## src/design/pc_stack_cfg.svh

```systemverilog
// Constants for the program counter and return stack
`ifndef PC_STACK_CFG_SVH
`define PC_STACK_CFG_SVH
`define PC_WIDTH        13
`define PC_LOW_W        8
`define PC_UPPER_W      5
`define JUMP_FIELD_W    11
`define STACK_DEPTH     8
`define STACK_PTR_W     3
`define ADDR_W          9
`define PC_LOW_OFFSET   9'h102
`define PC_LATCH_OFFSET 9'h10a
`define PC_RESET        13'h0000
`define LATCH_RESET     5'h00
`define INT_VECTOR      13'h0004
`endif

```

## src/design/pc_stack_pkg.sv

```systemverilog
// Types for the program counter and return stack
package pc_stack_pkg;
  typedef logic [12:0] pc_t;
  typedef enum logic [5:0] {
    SEQ_STEP   = 6'h01,
    SEQ_JUMP   = 6'h02,
    SEQ_CALL   = 6'h04,
    SEQ_RETURN = 6'h08,
    SEQ_IRQ    = 6'h10,
    SEQ_HOLD   = 6'h20
  } seq_op_e;
endpackage : pc_stack_pkg

```

## src/design/program_counter_and_call_stack.sv

```systemverilog
// Program counter sequencing with circular hardware return stack
// Operation
// RULE_01: Counter is 13 bits; low byte is a readable, writable register.
// RULE_02: Upper five counter bits have no direct access; loaded from latch.
// RULE_03: Every reset clears the whole program counter to zero.
// RULE_04: Writing the low byte loads latch bits 4:0 into upper bits; the write is dropped if a sequencing event occurs in the same cycle.
// RULE_05: Call or goto loads latch bits 4:3 into counter bits 12:11.
// RULE_06: Low byte wrap from 0xff to 0x00 never carries into latch.
// RULE_07: Return stack holds eight 13-bit entries, outside program/data space.
// RULE_08: Stack pointer cannot be read or written by instructions.
// RULE_09: Call and interrupt vectoring push the counter onto the stack.
// RULE_10: Return, return-with-literal, return-from-interrupt pop into counter.
// RULE_11: Push and pop leave the high-byte latch unchanged.
// RULE_12: Stack is circular; ninth push overwrites the first entry.
// RULE_13: No overflow or underflow status exists.
// RULE_14: Call/goto take low eleven bits from instruction; else count by one.
// RULE_15: Pushed value is the next instruction's address.
`timescale 1ns/1ps
`include "pc_stack_cfg.svh"
module program_counter_and_call_stack
  import pc_stack_pkg::*;
#(
  parameter logic [12:0] INT_VECTOR = `INT_VECTOR
) (
  input  wire logic        ref_clk_i,
  input  wire logic        rst_i,
  input  wire logic        step_i,
  input  wire logic        goto_i,
  input  wire logic        call_i,
  input  wire logic        return_i,
  input  wire logic        irq_vector_i,
  input  wire logic [10:0] jump_addr_i,
  input  wire logic [8:0]  addr_i,
  input  wire logic [7:0]  wdata_i,
  input  wire logic        wr_i,
  input  wire logic        rd_i,
  output logic      [7:0]  rdata_o,
  output logic      [12:0] fetch_addr_o
);

  pc_t                           pc;
  pc_t                           next_pc;
  logic [`PC_UPPER_W-1:0]        pc_high_latch;
  logic [`STACK_PTR_W-1:0]       stack_ptr;  // Internal only, no read path RULE_08
  pc_t                           stack_mem [`STACK_DEPTH];  // RULE_07
  seq_op_e                       op;
  logic                          low_wr;
  logic                          latch_wr;

  // Register decode shared by several processes
  function automatic logic hit(input logic [8:0] a, input logic [8:0] off);
    hit = (a == off);
  endfunction : hit

  assign low_wr   = wr_i && hit(addr_i, `PC_LOW_OFFSET);
  assign latch_wr = wr_i && hit(addr_i, `PC_LATCH_OFFSET);

  // Decoder events are exclusive; priority guards against misuse
  always_comb begin
    if (irq_vector_i) begin
      op = SEQ_IRQ;
    end else if (call_i) begin
      op = SEQ_CALL;
    end else if (goto_i) begin
      op = SEQ_JUMP;
    end else if (return_i) begin
      op = SEQ_RETURN;
    end else if (step_i) begin
      op = SEQ_STEP;
    end else begin
      op = SEQ_HOLD;
    end
  end

  // Next counter value per sequencing event
  always_comb begin
    next_pc = pc;
    case (op)
      SEQ_STEP:   next_pc = pc_t'(pc + 13'h0001);  // RULE_14
      SEQ_JUMP,
      SEQ_CALL:   next_pc = {pc_high_latch[4:3], jump_addr_i};  // RULE_05 RULE_14
      SEQ_RETURN: next_pc = stack_mem[stack_ptr - 3'h1];  // RULE_10
      SEQ_IRQ:    next_pc = INT_VECTOR;
      SEQ_HOLD:   next_pc = pc;
      default:    next_pc = pc;
    endcase
    // A low-byte write with no sequencing event replaces the whole counter; computed result
    // only, so a wrapped add never carries into the latch
    if (low_wr && op == SEQ_HOLD) begin
      next_pc = {pc_high_latch, wdata_i};  // RULE_04 RULE_06 RULE_02
    end
  end

  // Counter register
  always_ff @(posedge ref_clk_i or posedge rst_i) begin
    if (rst_i) begin
      pc <= `PC_RESET;  // RULE_03
    end else begin
      pc <= next_pc;  // RULE_01
    end
  end

  // High-byte latch; only software writes move it
  always_ff @(posedge ref_clk_i or posedge rst_i) begin
    if (rst_i) begin
      pc_high_latch <= `LATCH_RESET;
    end else if (latch_wr) begin
      pc_high_latch <= wdata_i[4:0];  // RULE_11
    end
  end

  // Stack pointer wraps silently, no flags kept
  always_ff @(posedge ref_clk_i or posedge rst_i) begin
    if (rst_i) begin
      stack_ptr <= '0;
    end else if (op == SEQ_CALL || op == SEQ_IRQ) begin
      stack_ptr <= stack_ptr + 3'h1;  // RULE_12 RULE_13
    end else if (op == SEQ_RETURN) begin
      stack_ptr <= stack_ptr - 3'h1;  // RULE_12 RULE_13
    end
  end

  // Stack storage; contents are not reset, like real stack RAM
  always_ff @(posedge ref_clk_i) begin
    if (op == SEQ_CALL || op == SEQ_IRQ) begin
      // Call: push counter plus one, past the call; irq: counter as resume point
      stack_mem[stack_ptr] <= (op == SEQ_CALL) ?
        pc_t'(pc + 13'h0001) : pc;  // RULE_09 RULE_15
    end
  end

  // Read data, one cycle after strobe; unmapped reads zero
  always_ff @(posedge ref_clk_i or posedge rst_i) begin
    if (rst_i) begin
      rdata_o <= 8'h00;
    end else if (rd_i && hit(addr_i, `PC_LOW_OFFSET)) begin
      rdata_o <= pc[7:0];  // RULE_01
    end else if (rd_i && hit(addr_i, `PC_LATCH_OFFSET)) begin
      rdata_o <= {3'h0, pc_high_latch};
    end else begin
      rdata_o <= 8'h00;
    end
  end

  // Fetch address from its own flop, loaded with next_pc like the counter
  always_ff @(posedge ref_clk_i or posedge rst_i) begin
    if (rst_i) begin
      fetch_addr_o <= `PC_RESET;
    end else begin
      fetch_addr_o <= next_pc;
    end
  end

endmodule : program_counter_and_call_stack

```

## config.mk

```make
export PLATFORM = sky130hd
export DESIGN_NAME = program_counter_and_call_stack
export DESIGN_NICKNAME = d
export VERILOG_FILES = /design/src/design/pc_stack_pkg.sv /design/src/design/program_counter_and_call_stack.sv
export VERILOG_INCLUDE_DIRS = /design/src /design/src/design
export SDC_FILE = /design/constraint.sdc
export NUM_CORES = 1
export LEC_CHECK = 0
export ABC_CLOCK_PERIOD_IN_PS = 5600
export BUFFER_PORTS_ARGS = -buffer_cell sky130_fd_sc_hd__buf_2
export CAP_MARGIN = 20
export CORE_MARGIN = 4
export CORE_UTILIZATION = 40
export CTS_CLUSTER_DIAMETER = 60
export DETAILED_ROUTE_END_ITERATION = 7
export PLACE_DENSITY = 0.58
export RECOVER_POWER = 25
export SYNTH_ARGS = -nofsm -noshare
export SYNTH_HDL_FRONTEND = slang
export SYNTH_SLANG_ARGS = --single-unit
```

## constraint.sdc

```tcl
create_clock -name ref_clk_i -period 5.6 [get_ports ref_clk_i]
set_clock_uncertainty 0.1 [all_clocks]
set_input_delay 1.12 -clock ref_clk_i [delete_from_list [all_inputs] [get_ports ref_clk_i]]
set_output_delay 1.12 -clock ref_clk_i [all_outputs]
set_load 0.01 [all_outputs]
```

---- Word-level counts from Yosys, hierarchy flattened ----
Memories as Yosys holds them, arrays and structs flattened.
Index checks and enable logic that the tools add are counted.
word-level totals
  flip-flop bits (word level) ............. 29
  latch bits .............................. 0
  RAM bits ................................ 104
  memory bits (read-only) ................. 0
  bits of input ports ..................... 37
  output and inout port bits .............. 21
  logic and storage cells ................. 39
  memories ................................ 1
operators by class
  $add $sub $neg .......................... 3
  multipliers ............................. 0
  div/mod/pow operators ................... 0
  order comparisons ....................... 0
  equal/unequal tests ..................... 8
  shift-type cells ........................ 0
  multiplexer cells ....................... 14
  bitwise gates (word level) .............. 0
  reductions and logical operators ........ 9
memory list
  name       depth  width  rd ports  clocked after Yosys merged registers in  write ports  RTL line                              RTL
  stack_mem  8      13     1         0                                        1            program_counter_and_call_stack.sv:45  pc_t stack_mem [`STACK_DEPTH];
operators with widths
  operator                                                                count
  13-bit one-hot mux with 4 select lines                                  1
  6-bit two-way mux                                                       5
  13-bit two-way mux                                                      2
  9-bit equality test (second input constant)                             2
  13-bit by 1-bit adder with 13-bit output (second input constant)        1
  8-bit two-way mux                                                       1
  6-bit by 1-bit equality test with 1-bit output (second input constant)  1
  6-bit by 2-bit equality test with 1-bit output (second input constant)  1
  6-bit by 3-bit equality test with 1-bit output (second input constant)  1
  6-bit by 4-bit equality test with 1-bit output (second input constant)  1
  6-bit by 5-bit equality test with 1-bit output (second input constant)  1
  6-bit equality test (second input constant)                             1
  3-bit two-way mux                                                       2
  1-bit logical AND                                                       5
  5-bit two-way mux                                                       1
  5-bit nonzero test                                                      1
  3-bit by 1-bit adder with 3-bit output (second input constant)          1
  3-bit by 1-bit subtractor with 3-bit output (second input constant)     1
  1-bit two-way mux                                                       2
  2-bit nonzero test                                                      1
  2-bit OR reduction                                                      1
  1-bit logical OR                                                        1

---- Longest topological paths before layout ----
Gate-level depths: netlist (run 1).
  depth after elaboration ................. 9
  depth in mapped cells ................... 10
  mapped depth without buffers ............ 6

---- Worst setup path before layout (run 1) ----
OpenSTA, ideal clock, no wires.
  kind .................................... input to register
  start ................................... input port irq_vector_i
  end ..................................... memory stack_mem[0][0] in the netlist's numbering, enable pin
  setup time .............................. 0.417 ns
  arrival ................................. 2.891 ns
  required time ........................... 5.083 ns
  path slack .............................. 2.192 ns
  stages .................................. 3
  buffers on the path ..................... 1
  path through ............................ clkbuf_1 -> nor2_1 -> nor4_1
between the ends
  word-level cells in the longest chain between the ends .. 5
  elaborated cells between the ends (all ways) .. 6
  those cells by class .................... eq/ne (2); mux (3); reduce/logical (1)
RTL lines
  item                                                                                                                     RTL line                               RTL
  start, declared                                                                                                          program_counter_and_call_stack.sv:31   input wire logic irq_vector_i,
  6-bit two-way mux (*)                                                                                                    program_counter_and_call_stack.sv:60   if (irq_vector_i) begin
  6-bit by 3-bit equality test with 1-bit output / 6-bit by 5-bit equality test with 1-bit output (equally long branches)  program_counter_and_call_stack.sv:125  if (op == SEQ_CALL || op == SEQ_IRQ) begin
  1-bit logical OR (*)                                                                                                     program_counter_and_call_stack.sv:125
  1-bit two-way mux (*)                                                                                                    program_counter_and_call_stack.sv:125
  1-bit two-way mux (*)                                                                                                    program_counter_and_call_stack.sv:127  stack_mem[stack_ptr] <= (op == SEQ_CALL) ?
  end, declared                                                                                                            program_counter_and_call_stack.sv:45
Every way passes the cells marked *; elsewhere a longest branch is shown, timed or not.

---- Worst setup path in the final report (run 1) ----
  start ................................... input port irq_vector_i
  end ..................................... memory stack_mem[1][5] in the netlist's numbering, enable pin
The elaborated chain is that of the path after synthesis.

==> results.cfg, run 1 <==
[min_path]
whs_path_depth = 1
hold_start = pc_high_latch[0]
hold_end = pc_high_latch[0]
hold_class = reg -> reg

[die]
die_w_um = 132
die_height_um = 132
row_count = 45
pin_count = 58
coreArea_sq_mm = 0.0151
initial_core_util_pct = 40.7
die_area_sq_mm = 0.0174

[power_and_ir_drop]
pwr-share-comb_pct = 28.5
ir_drop_mv = 0.240
p_leak_nw = 2.61
p_seq_share_pct = 42.0
p_total_mw = 3.38
powerDensity_mw_per_mm2 = 472
power.share.clock_pct = 29.4
switching_share_pct = 32.0
intPower_mw = 2.30
p_switching_mw = 1.08

[synth]
synthesis.area_per_instance_sq_um = 14.4
yosysMostFrequentCell = edfxtp_1
seq_area_frac_synth_pct = 62.7
synthesis.nets = 465
netlist_area_sq_mm = 0.00614
ys_types = 59
ys_seq_elements = 133
synthTopCellsByArea = edfxtp_1, dfrtp_1, mux4_2
synth_edf_count = 104
ys_warn_count = 0
postSynth.asyncResetShare_pct = 21.8
yosys.area.top_type = edfxtp_1
yosysTopAreaCellShare_pct = 50.9
netlist_top_cells_count = edfxtp_1, dfrtp_1, mux4_2, and3_1, nand3_1
synthFlopType = edfxtp_1
syn-instance-count = 425

[sta]
setup_viol = 0
rsz0062_at_grt = false
fmax_mhz = 287
holdWs_ps = 423
finalSetupTns_ps = 0
fin_crit_sh_pct = 62.3
slew_headroom_pct = -16.1
fin_ws_ps = 2110
max_slew.worst_pin.slew_ps = 1740
min_period_ps = 3490
drv_slew = 30
hold_viol = 0

[clocking]
cts_buffers = 17
cts_buffer_depth = 2
postCtsSetupRepairBufs = 0
cts-resized-gates = 0
htreeDepth = 4
cts_tree = built
clkSinkCount = 133
clk_latency_ps = 420
root_buffer = clkbuf_16
hold_buffers = 0
cts.clk_slew.worst_paths_ps = 60

[routing]
drtIter0Drc = 400
via_per_inst = 5.81
ant_nets = 0
drt_wl_total_mm = 15.6
drc = 0
vias = 3983
avgRoutedWirePerCell_um = 22.8
dr.pass1.iters = 5

[placed_design]
hpwl_mm = 10.6
io_buffers = 57
dp.cells = 653
place_ws_ps = 2020
gp_congestion = 0.837

[global_route]
grtUsageTotal_pct = 18.5
globalRouteOverflowTotal = 0
grt_max_degree = 34
first_global_vias = 4053
grt_pass1_wl_mm = 24.2
antenna_found_initial = 0

[finish]
fillers = 1320
area_delta_synth_final_pct = 16.6
final_net_count = 525
drive_above_1_share_pct = 26.0
antenna_cells = 0
instances_no_fill = 685

[worst_setup_path]
cp_data_arrival_time_ps = 3430
required_ps = 5540
critPathMaxFanout = 24
r2r-start = stack_ptr[0]
path_cells = clkbuf_1 > o21ai_0 > nor3_2 > clkbuf_1
path_buf_inv = 2
crit_slowest_cell = clkbuf_1
path_class = in -> reg
crit_path_frequent_cell = clkbuf_1
worst_setup_path_end_kind = register
reg2reg_depth = 7
r2r_end = fetch_addr_o[10]
cp_top_family = buffers and inverters
r2r_slack_ps = 2410
start_kind = primary input
max_stage_delay_ps = 860

[run_status]
violations = capacitance limit, slew limit
outcome = finished with violations

[run]
cap_violations = 1
## power by group through the flow
| stage | Clock (mW) | Combinational [mW] | Sequential [mW] |
|---|---|---|---|
| floorplan | 0 | 0.676 | 1.38 |
| global placement | 0 | 0.883 | 1.48 |
| detailed placement | 0 | 0.904 | 1.49 |
| CTS | 1.01 | 0.907 | 1.47 |
| global route | 1.06 | 1.04 | 1.44 |
| finish | 0.995 | 0.964 | 1.42 |
## state kept, by name (all words and copies together) (netlist names)
register	count
fetch_addr_o	13
pc_high_latch	5
rdata_o	8
stack_mem	104
stack_ptr	3
## metal layers
metal,track usage (%),routed length (um),vias up
met1,24.5,6670,1998
li1,-,-,1795
met3,5.84,1130,23
met2,29.0,7530,167
met4,6.24,259,0
met5,0,0,-
## how the worst max path moves through the flow
| stage | from | endpoint | slack [ps] | depth (start not counted) |
|---|---|---|---|---|
| floorplan | irq_vector_i | stack_mem[0][0] | 2190 | 3 |
| global placement | stack_ptr[0] | fetch_addr_o[5] | 2110 | 7 |
| detailed placement | stack_ptr[0] | fetch_addr_o[10] | 2020 | 7 |
| CTS | stack_ptr[0] | fetch_addr_o[10] | 1980 | 7 |
| global route | irq_vector_i | stack_mem[1][5] | 1940 | 4 |
| finish | irq_vector_i | stack_mem[1][5] | 2110 | 4 |
## through the flow
step	util [%]	area (sq um)
after global placement	43.9	6630
final	47.4	7160
after detailed placement	44.0	6640
after global routing	47.4	7160
after floorplan	-	6140
after CTS	47.5	7170
## layout by cell type, fill, tap and decap left out, types with 5 or more instances in the layout
cell type / synthesis / layout
clkinv_4: 0 / 6
and3_1: 22 / 22
xnor2_1: 14 / 14
clkbuf_16: 0 / 17
a21oi_1: 13 / 13
mux2_1: 5 / 5
a221o_1: 5 / 5
clkbuf_1: 18 / 14
buf_4: 2 / 10
dfrtp_1: 29 / 29
mux2i_1: 7 / 7
nand3_1: 21 / 21
inv_1: 11 / 11
o21ai_0: 18 / 19
nor2_1: 17 / 16
mux4_2: 26 / 26
nor3_1: 11 / 9
buf_2: 6 / 45
nand2_1: 19 / 19
edfxtp_1: 104 / 104
a31oi_1: 5 / 5
## cell families (layout without fill, tap and decap cells)
family / count (synthesis) / in the layout / synth area share [%]
flip-flops: 133 / 133 / 62.7
AND/OR/NAND/NOR: 124 / 124 / 11.3
AO/OA/AOI/OAI: 68 / 68 / 8.06
buffers and inverters: 41 / 113 / 3.12
multiplexers: 38 / 38 / 11.6
XOR/XNOR: 18 / 18 / 2.57
adder cells (fa/ha/maj): 3 / 3 / 0.612
## final cells by class
cell class                 instances  area, sq um  area share (%)
sequential                       133         3850            53.8
multi-input combinational        251         2120            29.7
clock buffer                      17          425            5.94
timing repair buffer              70          373            5.21
tap                              188          235            3.29
clock inverter                    14          106            1.49
inverter                          12         45.0           0.629
Note: power is estimated with default switching activity, not from simulation.
==> run 2: changes to the inputs <==
--- a/config.mk
+++ b/config.mk
@@ -6,7 +6,7 @@
 export SDC_FILE = /design/constraint.sdc
 export NUM_CORES = 1
 export LEC_CHECK = 0
-export ABC_CLOCK_PERIOD_IN_PS = 5600
+export ABC_CLOCK_PERIOD_IN_PS = 3650
 export BUFFER_PORTS_ARGS = -buffer_cell sky130_fd_sc_hd__buf_2
 export CAP_MARGIN = 20
 export CORE_MARGIN = 4
==> constraint.sdc (replaced) <==
create_clock -name ref_clk_i -period 3.65 [get_ports ref_clk_i]
set_clock_uncertainty 0.1 [all_clocks]
set_input_delay 0.73 -clock ref_clk_i [delete_from_list [all_inputs] [get_ports ref_clk_i]]
set_output_delay 0.73 -clock ref_clk_i [all_outputs]
set_load 0.01 [all_outputs]
==> results.cfg, run 2 (synthesis results as in run 1) <==
[run_status]
outcome = completed

[clocking]
root_buffer = clkbuf_16
htreeDepth = 4
cts_buffer_depth = 2
cts.clk_slew.worst_paths_ps = 60
cts-resized-gates = 0
clk_latency_ps = 420
cts_tree = built
postCtsSetupRepairBufs = 0
hold_buffers = 0
cts_buffers = 17
clkSinkCount = 133

[power_and_ir_drop]
p_seq_share_pct = 38.5
p_switching_mw = 1.65
ir_drop_mv = 0.344
power.share.clock_pct = 34.9
pwr-share-comb_pct = 26.6
p_leak_nw = 2.67
powerDensity_mw_per_mm2 = 765
intPower_mw = 3.94
switching_share_pct = 29.6

[global_route]
antenna_found_initial = 0
globalRouteOverflowTotal = 0
grt_pass1_wl_mm = 23.8
grtUsageTotal_pct = 18.1
grt_max_degree = 33
first_global_vias = 3938

[sta]
max_slew.worst_pin.slew_ps = 1150
min_period_ps = 2910
drv_slew = 0
slew_headroom_pct = 23.4
setup_viol = 0
fin_crit_sh_pct = 79.7
rsz0062_at_grt = false
finalSetupTns_ps = 0
fmax_mhz = 344
hold_viol = 0

[die]
die_w_um = 132
coreArea_sq_mm = 0.0151
die_height_um = 132
initial_core_util_pct = 40.7
die_area_sq_mm = 0.0174
pin_count = 58
row_count = 45

[worst_setup_path]
path_cells = clkbuf_1 > nand2b_1 > or2_1 > or4_1 > xnor2_1
cp_data_arrival_time_ps = 2950
start_kind = primary input
required_ps = 3690
r2r-start = fetch_addr_o[0]
r2r_slack_ps = 810
r2r_end = stack_mem[1][12]
cp_top_family = simple AND/OR/NAND/NOR gates
reg2reg_depth = 5
crit_slowest_cell = clkbuf_1
critPathMaxFanout = 22
worst_setup_path_end_kind = register
max_stage_delay_ps = 690
path_class = in -> reg
path_buf_inv = 1

[finish]
area_delta_synth_final_pct = 19.1
final_net_count = 527
drive_above_1_share_pct = 25.6
design_area_sq_mm = 0.00731
final_common_cell = edfxtp_1
antenna_cells = 0
layout_common_cells = edfxtp_1, buf_2, dfrtp_1, mux4_2, and3_1
largest_reg_flops = 104
top_regs = stack_mem x104, fetch_addr_o x13, rdata_o x8
top_register = stack_mem

[routing]
vias = 3970
via_per_inst = 5.77
drc = 0
drtIter0Drc = 381
drt_wl_total_mm = 15.2
dr.pass1.iters = 5
avgRoutedWirePerCell_um = 22.1
ant_nets = 0

[run]
cap_violations = 0

[placed_design]
gp_congestion = 0.870
placed_area_sq_mm = 0.00669
io_buffers = 57
hpwl_mm = 10.3

[min_path]
hold_class = in -> async
run 2: how the worst max path moves through the flow:
stage | startpoint | end | slack [ps] | cells past startpoint
finish | call_i | stack_mem[1][12] | 740 | 5
global route | fetch_addr_o[0] | stack_mem[7][12] | 590 | 5
CTS | stack_ptr[1] | fetch_addr_o[8] | 810 | 7
detailed placement | irq_vector_i | stack_mem[1][12] | 750 | 5
global placement | irq_vector_i | stack_mem[4][12] | 720 | 5
floorplan | irq_vector_i | stack_mem[0][0] | 630 | 3
run 2: power by group through the flow:
stage / logic [mW] / clock network [mW] / registers, mW
after floorplan: 1.04 / 0 / 2.12
after global placement: 1.50 / 0 / 2.17
after detailed placement: 1.51 / 0 / 2.18
after CTS: 1.52 / 1.97 / 2.15
after global routing: 1.61 / 2.04 / 2.18
final: 1.49 / 1.95 / 2.15
run 2: metal layers:
layer | vias to the layer above | track usage [%] | share of wire [%]
met5 | - | 0 | 0
met4 | 0 | 4.96 | 1.3
met3 | 16 | 5.11 | 7.3
met2 | 157 | 28.9 | 49
met1 | 1996 | 24.4 | 43
li1 | 1801 | - | -
run 2: worst register-to-register path: cells and delay by family (launching register included):
kind | cells | cell delay [ps]
xor+xnor | 1 | 480
simple gates | 3 | 1130
fa+ha+maj | 1 | 290
flops | 1 | 570
run 2: final cells by class:
cell class / instances / area [sq um]
Multi-Input combinational cell: 251 / 2130
Clock inverter: 15 / 250
Sequential cell: 133 / 3850
Fill cell: 1308 / 7780
Inverter: 12 / 45.0
Tap cell: 188 / 235
Timing Repair Buffer: 72 / 374
Clock buffer: 17 / 425
run 2: per-stage QoR:
stage	util (%)	total power, mW	hold WS, ps	worst slack (ps)	std cells
floorplan	-	3.16	378	632	425
global placement	44.0	3.67	416	716	654
detailed placement	44.3	3.69	414	750	656
CTS	48.8	5.64	228	813	688
global route	48.4	5.83	218	590	688
finish	48.4	5.59	177	741	688
